File: config.mk
export PLATFORM = sky130hd
export DESIGN_NAME = wer_top
export DESIGN_NICKNAME = d
export VERILOG_FILES = /design/src/wer_pkg.sv /design/src/wer_sticky_bits.sv /design/src/wer_top.sv
export SDC_FILE = /design/constraint.sdc
export NUM_CORES = 1
export LEC_CHECK = 0
export BUFFER_PORTS_ARGS = -buffer_cell sky130_fd_sc_hd__buf_2
export CAP_MARGIN = 10
export CORE_MARGIN = 8
export CORE_UTILIZATION = 45
export CTS_CLUSTER_SIZE = 12
export DETAILED_ROUTE_END_ITERATION = 16
export PLACE_DENSITY = 0.72
export SLEW_MARGIN = 20
export SYNTH_ARGS = -nofsm -noshare
export SYNTH_HDL_FRONTEND = slang
export SYNTH_SLANG_ARGS = --single-unit
export TNS_END_PERCENT = 50
File: constraint.sdc
create_clock -name clk -period 3 [get_ports clk]
set_input_delay 0.3 -clock clk [delete_from_list [all_inputs] [get_ports clk]]
set_output_delay 0.3 -clock clk [all_outputs]
set_load 0.01 [all_outputs]
File: src/wer_pkg.sv
package wer_pkg;

    // Register offsets on the host register port
    localparam logic [7:0] OFS_MISC_STATUS = 8'h00;
    localparam logic [7:0] OFS_GP_STATUS = 8'h01;
    localparam logic [7:0] OFS_MISC_ENABLE = 8'h02;
    localparam logic [7:0] OFS_GP_ENABLE = 8'h03;
    localparam logic [7:0] OFS_CONFIG = 8'h04;
    localparam logic [7:0] OFS_IRQ_MASK_MISC = 8'h05;
    localparam logic [7:0] OFS_IRQ_MASK_GP = 8'h06;
    localparam logic [7:0] OFS_ROUTE_MISC = 8'h13;
    localparam logic [7:0] OFS_ROUTE_GP = 8'h14;

    // Reset values
    localparam logic [7:0] RST_REG = 8'h00;
    localparam logic [7:0] RST_RDATA = 8'h00;

    // Field layout of the configuration register
    localparam int CFG_BANK_LSB = 0;
    localparam int CFG_BANK_MSB = 1;
    localparam int CFG_SWAP_BIT = 2;
    localparam logic [7:0] CFG_WRITABLE = 8'h07;

    // Misc routing register: bits 7 and 5 are reserved
    localparam logic [7:0] ROUTE_MISC_WRITABLE = 8'h5F;

    // Event bit shared by wake input 4 and the ring event
    localparam int GP_SHARED_BIT = 4;

    typedef enum logic [1:0] {
        BANK_KBD_MOUSE,
        BANK_CONSUMER_IR,
        BANK_EVENT_ROUTING,
        BANK_STANDBY_GPIO
    } wer_bank_e;

    typedef struct packed {
        logic [7:0] addr;
        logic [7:0] wdata;
        logic wr;
        logic rd;
    } wer_bus_req_s;

    typedef struct packed {
        logic clk;
        logic data;
    } wer_ps2_s;

endpackage : wer_pkg

File: src/wer_sticky_bits.sv
`timescale 1ns/1ns
`default_nettype none

module wer_sticky_bits #(
    parameter int WIDTH = 8
) (
    input wire logic clk,                // System clock
    input wire logic arst_n,             // Async reset, active low
    input wire logic ce,                 // Clock enable
    input wire logic clr_all,            // Synchronous clear of all bits
    input wire logic [WIDTH-1:0] set,    // Event pulses
    input wire logic [WIDTH-1:0] w1c,    // Write-one-to-clear mask
    output logic [WIDTH-1:0] q           // Sticky status
);

    logic [WIDTH-1:0] next_q;

    // Per bit: a set in the same cycle as a clear wins
    for (genvar i = 0; i < WIDTH; i++) begin : g_bit
        always_comb begin
            if (set[i]) begin
                next_q[i] = 1'b1;
            end else if (clr_all || w1c[i]) begin
                next_q[i] = 1'b0;
            end else begin
                next_q[i] = q[i];
            end
        end
    end

    always_ff @(posedge clk or negedge arst_n) begin
        if (!arst_n) begin
            q <= '0;
        end else if (ce) begin
            q <= next_q;
        end
    end

endmodule : wer_sticky_bits

`default_nettype wire

File: src/wer_top.sv
// Design decision made here: the plain strobed port.
`timescale 1ns/1ns
`default_nettype none

module wer_top #(
    parameter int EVENTS = 8
) (
    input wire logic clk,                        // 10 MHz clock
    input wire logic arst_n,                     // Power-up reset, active low
    input wire logic ce,                         // Clock enable
    input wire logic soft_reset,                 // Software reset pulse
    input wire wer_pkg::wer_bus_req_s bus,       // Register request
    output logic [7:0] rd_data,                  // Read data, next cycle
    input wire logic [EVENTS-1:0] misc_event_in, // Misc detected events
    input wire logic [EVENTS-1:0] gp_wake_in,    // Wake input events
    input wire logic ring_event_in,              // Ring event on shared pin
    input wire logic ring_select,                // Shared pin carries ring
    input wire wer_pkg::wer_ps2_s kbd_in,        // Keyboard clock/data in
    input wire wer_pkg::wer_ps2_s mouse_in,      // Mouse clock/data in
    output wer_pkg::wer_ps2_s kbc_kbd,           // To keyboard port logic
    output wer_pkg::wer_ps2_s kbc_mouse,         // To mouse port logic
    output logic power_wakeup_request_n,         // Wake request, active low
    output logic management_interrupt_n,         // Mgmt interrupt, act. low
    output logic irq                             // Status interrupt, high
);

    logic [7:0] misc_wake_event_enable;
    logic [7:0] gp_wake_event_enable;
    logic [7:0] wake_config_bank_select;
    logic [7:0] misc_event_to_mgmt_int_route;
    logic [7:0] gp_event_to_mgmt_int_route;
    logic [7:0] irq_mask_misc;
    logic [7:0] irq_mask_gp;
    logic [7:0] next_misc_wake_event_enable;
    logic [7:0] next_gp_wake_event_enable;
    logic [7:0] next_wake_config_bank_select;
    logic [7:0] next_misc_event_to_mgmt_int_route;
    logic [7:0] next_gp_event_to_mgmt_int_route;
    logic [7:0] next_irq_mask_misc;
    logic [7:0] next_irq_mask_gp;

    logic [EVENTS-1:0] misc_status;
    logic [EVENTS-1:0] gp_status;
    logic [EVENTS-1:0] gp_set;
    logic [EVENTS-1:0] misc_w1c;
    logic [EVENTS-1:0] gp_w1c;
    logic routing_bank;
    wer_pkg::wer_bank_e bank;

    logic [7:0] next_rd_data;
    logic next_wakeup_n;
    logic next_mgmt_n;
    logic next_irq;
    wer_pkg::wer_ps2_s next_kbc_kbd;
    wer_pkg::wer_ps2_s next_kbc_mouse;

    assign bank = wer_pkg::wer_bank_e'(
        wake_config_bank_select[wer_pkg::CFG_BANK_MSB:wer_pkg::CFG_BANK_LSB]);
    assign routing_bank = (bank == wer_pkg::BANK_EVENT_ROUTING);

    // Shared pin: bit 4 takes whichever source is selected
    always_comb begin
        gp_set = gp_wake_in;
        gp_set[wer_pkg::GP_SHARED_BIT] = ring_select ? ring_event_in
            : gp_wake_in[wer_pkg::GP_SHARED_BIT];
    end

    always_comb begin
        misc_w1c = '0;
        gp_w1c = '0;
        if (bus.wr && bus.addr == wer_pkg::OFS_MISC_STATUS) begin
            misc_w1c = bus.wdata[EVENTS-1:0];
        end
        if (bus.wr && bus.addr == wer_pkg::OFS_GP_STATUS) begin
            gp_w1c = bus.wdata[EVENTS-1:0];
        end
    end

    wer_sticky_bits #(.WIDTH(EVENTS)) u_misc_status (
        .clk(clk),
        .arst_n(arst_n),
        .ce(ce),
        .clr_all(soft_reset),
        .set(misc_event_in),
        .w1c(misc_w1c),
        .q(misc_status)
    );

    wer_sticky_bits #(.WIDTH(EVENTS)) u_gp_status (
        .clk(clk),
        .arst_n(arst_n),
        .ce(ce),
        .clr_all(soft_reset),
        .set(gp_set),
        .w1c(gp_w1c),
        .q(gp_status)
    );

    // Control registers
    always_comb begin
        next_misc_wake_event_enable = misc_wake_event_enable;
        next_gp_wake_event_enable = gp_wake_event_enable;
        next_wake_config_bank_select = wake_config_bank_select;
        next_misc_event_to_mgmt_int_route = misc_event_to_mgmt_int_route;
        next_gp_event_to_mgmt_int_route = gp_event_to_mgmt_int_route;
        next_irq_mask_misc = irq_mask_misc;
        next_irq_mask_gp = irq_mask_gp;
        if (soft_reset) begin
            next_misc_wake_event_enable = wer_pkg::RST_REG;
            next_gp_wake_event_enable = wer_pkg::RST_REG;
            next_wake_config_bank_select = wer_pkg::RST_REG;
            next_misc_event_to_mgmt_int_route = wer_pkg::RST_REG;
            next_gp_event_to_mgmt_int_route = wer_pkg::RST_REG;
            next_irq_mask_misc = wer_pkg::RST_REG;
            next_irq_mask_gp = wer_pkg::RST_REG;
        end else if (bus.wr) begin
            case (bus.addr)
                wer_pkg::OFS_MISC_ENABLE: begin
                    next_misc_wake_event_enable = bus.wdata;
                end
                wer_pkg::OFS_GP_ENABLE: begin
                    next_gp_wake_event_enable = bus.wdata;
                end
                wer_pkg::OFS_CONFIG: begin
                    next_wake_config_bank_select =
                        bus.wdata & wer_pkg::CFG_WRITABLE;
                end
                wer_pkg::OFS_IRQ_MASK_MISC: begin
                    next_irq_mask_misc = bus.wdata;
                end
                wer_pkg::OFS_IRQ_MASK_GP: begin
                    next_irq_mask_gp = bus.wdata;
                end
                wer_pkg::OFS_ROUTE_MISC: begin
                    if (routing_bank) begin
                        next_misc_event_to_mgmt_int_route = bus.wdata
                            & wer_pkg::ROUTE_MISC_WRITABLE;
                    end
                end
                wer_pkg::OFS_ROUTE_GP: begin
                    if (routing_bank) begin
                        next_gp_event_to_mgmt_int_route =
                            bus.wdata;
                    end
                end
                default: begin
                end
            endcase
        end
    end

    always_ff @(posedge clk or negedge arst_n) begin
        if (!arst_n) begin
            misc_wake_event_enable <= wer_pkg::RST_REG;
            gp_wake_event_enable <= wer_pkg::RST_REG;
            wake_config_bank_select <= wer_pkg::RST_REG;
            misc_event_to_mgmt_int_route <= wer_pkg::RST_REG;
            gp_event_to_mgmt_int_route <= wer_pkg::RST_REG;
            irq_mask_misc <= wer_pkg::RST_REG;
            irq_mask_gp <= wer_pkg::RST_REG;
        end else if (ce) begin
            misc_wake_event_enable <= next_misc_wake_event_enable;
            gp_wake_event_enable <= next_gp_wake_event_enable;
            wake_config_bank_select <= next_wake_config_bank_select;
            misc_event_to_mgmt_int_route <= next_misc_event_to_mgmt_int_route;
            gp_event_to_mgmt_int_route <= next_gp_event_to_mgmt_int_route;
            irq_mask_misc <= next_irq_mask_misc;
            irq_mask_gp <= next_irq_mask_gp;
        end
    end

    // Read port; unmapped and other-bank offsets read zero
    always_comb begin
        next_rd_data = wer_pkg::RST_RDATA;
        if (bus.rd) begin
            case (bus.addr)
                wer_pkg::OFS_MISC_STATUS: next_rd_data = misc_status;
                wer_pkg::OFS_GP_STATUS: next_rd_data = gp_status;
                wer_pkg::OFS_MISC_ENABLE: next_rd_data = misc_wake_event_enable;
                wer_pkg::OFS_GP_ENABLE: next_rd_data = gp_wake_event_enable;
                wer_pkg::OFS_CONFIG: next_rd_data = wake_config_bank_select;
                wer_pkg::OFS_IRQ_MASK_MISC: next_rd_data = irq_mask_misc;
                wer_pkg::OFS_IRQ_MASK_GP: next_rd_data = irq_mask_gp;
                wer_pkg::OFS_ROUTE_MISC: begin
                    if (routing_bank) begin
                        next_rd_data = misc_event_to_mgmt_int_route;
                    end
                end
                wer_pkg::OFS_ROUTE_GP: begin
                    if (routing_bank) begin
                        next_rd_data = gp_event_to_mgmt_int_route;
                    end
                end
                default: begin
                end
            endcase
        end
    end

    // Outputs and input swap
    always_comb begin
        next_wakeup_n = ~(|(misc_status & misc_wake_event_enable)
            | |(gp_status & gp_wake_event_enable));
        next_mgmt_n = ~(|(misc_status & misc_event_to_mgmt_int_route)
            | |(gp_status & gp_event_to_mgmt_int_route));
        next_irq = |(misc_status & irq_mask_misc) | |(gp_status & irq_mask_gp);
        if (wake_config_bank_select[wer_pkg::CFG_SWAP_BIT]) begin
            next_kbc_kbd = mouse_in;
            next_kbc_mouse = kbd_in;
        end else begin
            next_kbc_kbd = kbd_in;
            next_kbc_mouse = mouse_in;
        end
    end

    always_ff @(posedge clk or negedge arst_n) begin
        if (!arst_n) begin
            rd_data <= wer_pkg::RST_RDATA;
            power_wakeup_request_n <= 1'b1;
            management_interrupt_n <= 1'b1;
            irq <= 1'b0;
            kbc_kbd <= '0;
            kbc_mouse <= '0;
        end else if (ce) begin
            rd_data <= next_rd_data;
            power_wakeup_request_n <= next_wakeup_n;
            management_interrupt_n <= next_mgmt_n;
            irq <= next_irq;
            kbc_kbd <= next_kbc_kbd;
            kbc_mouse <= next_kbc_mouse;
        end
    end

    property p_soft_reset_clears;
        @(posedge clk) disable iff (!arst_n)
        ce && soft_reset |=> gp_wake_event_enable == 8'h00
            && wake_config_bank_select == 8'h00
            && misc_event_to_mgmt_int_route == 8'h00
            && gp_event_to_mgmt_int_route == 8'h00;
    endproperty
    a_soft_reset_clears: assert property (p_soft_reset_clears)
        else $error("soft reset left a register nonzero");

    property p_gp_wake_request;
        @(posedge clk) disable iff (!arst_n)
        ce && |(gp_status & gp_wake_event_enable) |=> !power_wakeup_request_n;
    endproperty
    a_gp_wake_request: assert property (p_gp_wake_request)
        else $error("enabled wake event did not request wake");

    property p_ring_shared;
        @(posedge clk) disable iff (!arst_n)
        ce && ring_select && ring_event_in |=> gp_status[4];
    endproperty
    a_ring_shared: assert property (p_ring_shared)
        else $error("ring event not captured in shared bit");

    property p_config_read;
        @(posedge clk) disable iff (!arst_n)
        ce && bus.rd && bus.addr == 8'h04 && !soft_reset
            |=> rd_data == $past(wake_config_bank_select);
    endproperty
    a_config_read: assert property (p_config_read)
        else $error("config read returned wrong value");

    property p_swap;
        @(posedge clk) disable iff (!arst_n)
        ce && wake_config_bank_select[2] |=> kbc_kbd == $past(mouse_in)
            && kbc_mouse == $past(kbd_in);
    endproperty
    a_swap: assert property (p_swap)
        else $error("keyboard and mouse inputs not swapped");

    property p_mgmt_route;
        @(posedge clk) disable iff (!arst_n)
        ce && |(gp_status & gp_event_to_mgmt_int_route)
            |=> !management_interrupt_n;
    endproperty
    a_mgmt_route: assert property (p_mgmt_route)
        else $error("routed event did not assert management interrupt");

    property p_route_bank_only;
        @(posedge clk) disable iff (!arst_n)
        ce && bus.wr && bus.addr == 8'h13 && !routing_bank && !soft_reset
            |=> $stable(misc_event_to_mgmt_int_route);
    endproperty
    a_route_bank_only: assert property (p_route_bank_only)
        else $error("routing register written outside its bank");

    property p_route_write;
        @(posedge clk) disable iff (!arst_n)
        ce && bus.wr && bus.addr == 8'h14 && routing_bank && !soft_reset
            |=> gp_event_to_mgmt_int_route == $past(bus.wdata);
    endproperty
    a_route_write: assert property (p_route_write)
        else $error("routing register write lost");

    property p_sticky_set_wins;
        @(posedge clk) disable iff (!arst_n)
        ce && |gp_set |=> (gp_status & $past(gp_set)) == $past(gp_set);
    endproperty
    a_sticky_set_wins: assert property (p_sticky_set_wins)
        else $error("detected event lost from status");

    property p_wake_idle;
        @(posedge clk) disable iff (!arst_n)
        ce && (misc_status & misc_wake_event_enable) == 8'h00
            && (gp_status & gp_wake_event_enable) == 8'h00
            |=> power_wakeup_request_n;
    endproperty
    a_wake_idle: assert property (p_wake_idle)
        else $error("wake request asserted with no enabled event");

endmodule : wer_top

`default_nettype wire

Word-level counts from Yosys, hierarchy flattened
Cells that the tools add are included.

word-level totals
  bits in latches = 0
  RAM bits = 0
  word-level logic and storage cells = 188
  memories = 0
  ROM bits = 0
  register bits = 87
  input port bits = 44

operators by class
  equal/unequal tests = 9
  multiplexer cells = 64
  divide/modulo/power cells = 0
  add/sub/neg operators = 0
  reduce and logical (&&, ||, !) cells = 73
  bitwise logic cells = 11
  shift operators = 0
  $lt $le $gt $ge = 0
  multipliers = 0

operators by type and width
  cell                count
  $mux 8              28
  $pmux 8 s9          1
  $reduce_bool 2->1   25
  $and 8x8->8         6
  $reduce_or 8->1     6
  $mux 1              33
  $reduce_and 2->1    16
  $eq 8x3->1 const B  3
  $eq 8x2->1 const B  2
  $eq 8x5->1 const B  2
  $logic_or 1x1->1    16
  $reduce_and 3->1    5
  $eq 8x1->1 const B  1
  $logic_not 8->1     1
  $reduce_and 4->1    2
  $mux 2              2
  $or 1x1->1          3
  $eq 2x2->1 const B  1
  $logic_and 1x1->1   2
  $not 1->1           2

Logic depth before layout (Yosys ltp)
  depth after elaboration = 6
  depth in mapped cells = 8
  gate-level depth less buffers = 5

Modules after synthesis
A second synthesis with hierarchy kept.

second synthesis, totals
  cell total of the unflattened synthesis = 436
  area total of the unflattened synthesis = 4486.8 µm²

modules (own cells, without submodules)
  module           times used  seq. area each (µm²)  cells an instance  area an instance (µm²)
  wer_top          1           1604.0                386                3836.2
  wer_sticky_bits  2           200.2                 25                 325.3

Worst setup path before layout
OpenSTA, ideal clock, no wires.

  kind = input to register
  start = input bus[15] in the netlist's numbering
  end = register irq_mask_misc[0]
  path buffers = 1
  setup time = 0.125 ns
  data arrival time = 1.785 ns
  path slack = 1.091 ns
  cell stages on the path = 6
  path through = or4_1 > buf_4 > nor2_2 > a41oi_1 > nor2_4 > mux2_2

on the way
  word-level cells in the longest chain between the ends = 3

ends and longest elaborated chain
  what                         line            source
  start, declared              wer_top.sv:12   input wire wer_pkg::wer_bus_req_s bus,
  $eq 8x3->1                   wer_top.sv:117  case (bus.addr)
  $reduce_bool 2->1 (no line)  --
  $reduce_and 3->1 (no line)   --
  end signal, assigned         wer_top.sv:159  irq_mask_misc <= wer_pkg::RST_REG;
  end signal, assigned         wer_top.sv:167  irq_mask_misc <= next_irq_mask_misc;
  end, declared                wer_top.sv:32   logic [7:0] irq_mask_misc;

No other way between the ends.
A chain may end at the register's enable or synchronous reset.

Worst setup path after layout
  start = register wake_config_bank_select[1]
  end = register misc_event_to_mgmt_int_route[0]

on the way
  word-level cells in the longest chain between the ends = 3

ends and longest elaborated chain
  what                         line            source
  start, declared              wer_top.sv:29   logic [7:0] wake_config_bank_select;
  start signal, assigned       wer_top.sv:156  wake_config_bank_select <= wer_pkg::RST_REG;
  start signal, assigned       wer_top.sv:164  wake_config_bank_select <= next_wake_config_bank_select;
  $eq 2x2->1                   wer_top.sv:59   assign routing_bank = (bank == wer_pkg::BANK_EVENT_ROUTING);
  $reduce_bool 2->1 (no line)  --
  $reduce_and 4->1 (no line)   --
  end signal, assigned         wer_top.sv:157  misc_event_to_mgmt_int_route <= wer_pkg::RST_REG;
  end signal, assigned         wer_top.sv:165  misc_event_to_mgmt_int_route <= next_misc_event_to_mgmt_int_route;
  end, declared                wer_top.sv:30   logic [7:0] misc_event_to_mgmt_int_route;

No other way between the ends.

==> impl_metrics.tcl <==
set metrics [dict create \
    timing.rr.end "misc_event_to_mgmt_int_route[0]" \
    cts_tree "done" \
    design.core.area_um2 9639 \
    drt_iter0_markers 344 \
    ctsResizeCount 0 \
    yosysWarningCount 0 \
    r2r_slack_ns 1.02 \
    grt_pass1_wl_um 22320 \
    worstHoldPathType "in -> async" \
    async_reset_ff_share_pct 100.0 \
    hold_viol_final 0 \
    cp-start-kind "flip-flop" \
    pin_count 59 \
    critPathCaptureType "flip-flop" \
    drive_gt1_share_pct 28.51 \
    finalSetupTns_ns 0 \
    numCtsBuffers 9 \
    syn_inst 413 \
    p_per_area_nw_per_um2 519.4 \
    drv_slew 0 \
    wirelength_um 13880 \
    p_leak_nw 2.182 \
    port_buffers 58 \
    cts_buffer_depth 2 \
    avgViaCountPerCell 6.480 \
    vias 3862 \
    cts_setup_buffers 0 \
    fmax_mhz 504.8 \
    drcViolationCount 0 \
    netlist_top_cells_area "dfrtp_1, mux2_2, o2bb2ai_1" \
    dieArea_um2 13210 \
    fp.dieH_um 114.9 \
    setup_slack_ns 1.019 \
    synth_area_um2 4404 \
    synth_cell_types 53 \
    hpwl_um 10050 \
    cap_violations 0 \
    finalSetupViolations 0 \
    synth.avg_cell_area_um2 10.66 \
    relSlewSlack_pct 49.53 \
    grt_usage_pct 21.85 \
    htree_num_levels 3 \
    cts-root-buf "clkbuf_8" \
    skew_ns 0.007258 \
    grt_overflow 0 \
    grt_pass1_vias 3964 \
    ys_top_cells_by_count "dfrtp_1, mux2_2, nand2_1" \
    syn_nets 457 \
    cp.arrival_ns 2.21 \
    final_net_count 503 \
    die_x_um 114.9 \
    path_max_fanout 6 \
    ys.flop_type "dfrtp_1" \
    rr_worst_depth 5 \
    area_growth_pct 13.78 \
    postCtsHoldBufs 0 \
    insertion_delay_ns 0.35 \
    first_pass_iters 5 \
    r2r_start "wake_config_bank_select[1]" \
    crit_type "reg -> reg" \
    routabilityCongestion 0.9615 \
    rsz0062_at_grt "no" \
    period_share_pct 66.03 \
    seq_area_frac_synth_pct 45.51 \
    yosysTopAreaCellShare_pct 44.32 \
    period_needed_ns 1.981 \
    wl_per_cell_um 23.29 \
    total_power_mw 2.603 \
    tightest_slew_ns 0.7571 \
    placementRows 36 \
    yosysMostFrequentCell "dfrtp_1" \
    initial_core_util_pct 45.69 \
    cts_sinks 80 \
    status "finished clean" \
    synth-seq-cells 80 \
    antenna_found_initial 0 \
    dpl_worst_slack_ns 0.6798 \
    whs_ns 0.002680 \
    vdd_drop_max_v 0.0002865 \
    clkSlewWorstSetupHoldPaths_ns 0.08 \
    critPathRequiredTime_ns 3.23 \
    synth_edf_count 0 \
    grt_max_degree 81 \
    ant_nets 0 \
    synth_top_cell_by_area "dfrtp_1" \
    diodes 0 \
]
power by group:
group / leakage, nW / switching (mW) / internal, mW
registers: 1.02 / 0.121 / 1.18
logic: 1.05 / 0.224 / 0.183
clock network: 0.112 / 0.389 / 0.509
total: 2.18 / 0.734 / 1.87
routing by layer:
metal,vias up,global-route usage (%),share of wire (%)
met5,-,0,0
met1,1887,29.17,43
met4,0,11.12,4.8
met3,56,5.095,9.3
met2,215,32.39,43
li1,1704,-,-
sequential cells by signal, indices dropped and copies added, names as in the netlist:
signal                        flops
gp_wake_event_enable              8
rd_data                           8
irq_mask_misc                     8
gp_event_to_mgmt_int_route        8
u_gp_status.q                     8
irq                               1
irq_mask_gp                       8
kbc_mouse                         2
power_wakeup_request_n            1
misc_wake_event_enable            8
kbc_kbd                           2
management_interrupt_n            1
misc_event_to_mgmt_int_route      6
u_misc_status.q                   8
wake_config_bank_select           3
cells in the final DEF (no fill, tap or decap), types with 3 or more instances in the layout:
master,count
mux2i_1,12
nor2_1,14
a21o_1,10
buf_2,57
nand4_1,3
mux2_2,36
a31oi_1,10
a221oi_1,9
a21oi_1,22
o2bb2ai_1,19
dfrtp_1,78
a32o_1,13
o21ai_0,14
nand2_1,29
a22o_1,16
buf_4,7
nand3_1,7
a32oi_1,6
nor3_1,3
nor2b_1,19
and3_1,6
a22oi_1,14
clkbuf_8,11
cell families after synthesis:
| logic type | synth area share [%] |
|---|---|
| compound gates | 25.09 |
| simple gates | 14.29 |
| buf+inv | 3.181 |
| mux | 11.93 |
| flops | 45.51 |
critical path, cell delays in order (launching register included):
cell and delay (ns):
dfrtp_1 0.46, nand2_1 0.13, nor3b_2 0.27, a31oi_1 0.11, nor2_1 0.49, mux2_2 0.40
how the worst max path moves through the flow:
stage                               start                              end  slack (ns)  cells past startpoint
3_3_place_gp                      bus[14]          gp_wake_event_enable[7]        0.73                      6
2_1_floorplan                     bus[15]                 irq_mask_misc[0]        1.09                      6
6_report       wake_config_bank_select[1]  misc_event_to_mgmt_int_route[0]        1.02                      5
5_1_grt        wake_config_bank_select[1]  misc_event_to_mgmt_int_route[6]        0.93                      5
4_1_cts                           bus[14]          gp_wake_event_enable[6]        1.04                      6
3_5_place_dp                      bus[14]          gp_wake_event_enable[6]        0.68                      6
per-stage QoR:
step	cells	utilization (%)	cell area, um2
2_1_floorplan	413	-	4404
3_3_place_gp	581	49.66	4787
3_5_place_dp	581	49.66	4787
4_1_cts	596	51.95	5007
5_1_grt	596	51.99	5011
6_report	596	51.99	5011
cell type report:
| class | instances | area, um2 |
|---|---|---|
| clock buffer | 12 | 155.1 |
| timing repair buffer | 65 | 349.1 |
| multi-input combinational | 300 | 2260 |
| clock inverter | 3 | 65.06 |
| inverter | 3 | 11.26 |
| fill | 907 | 4628 |
| sequential | 80 | 2004 |
| tap | 133 | 166.4 |
(Power assumes the default switching activity.)
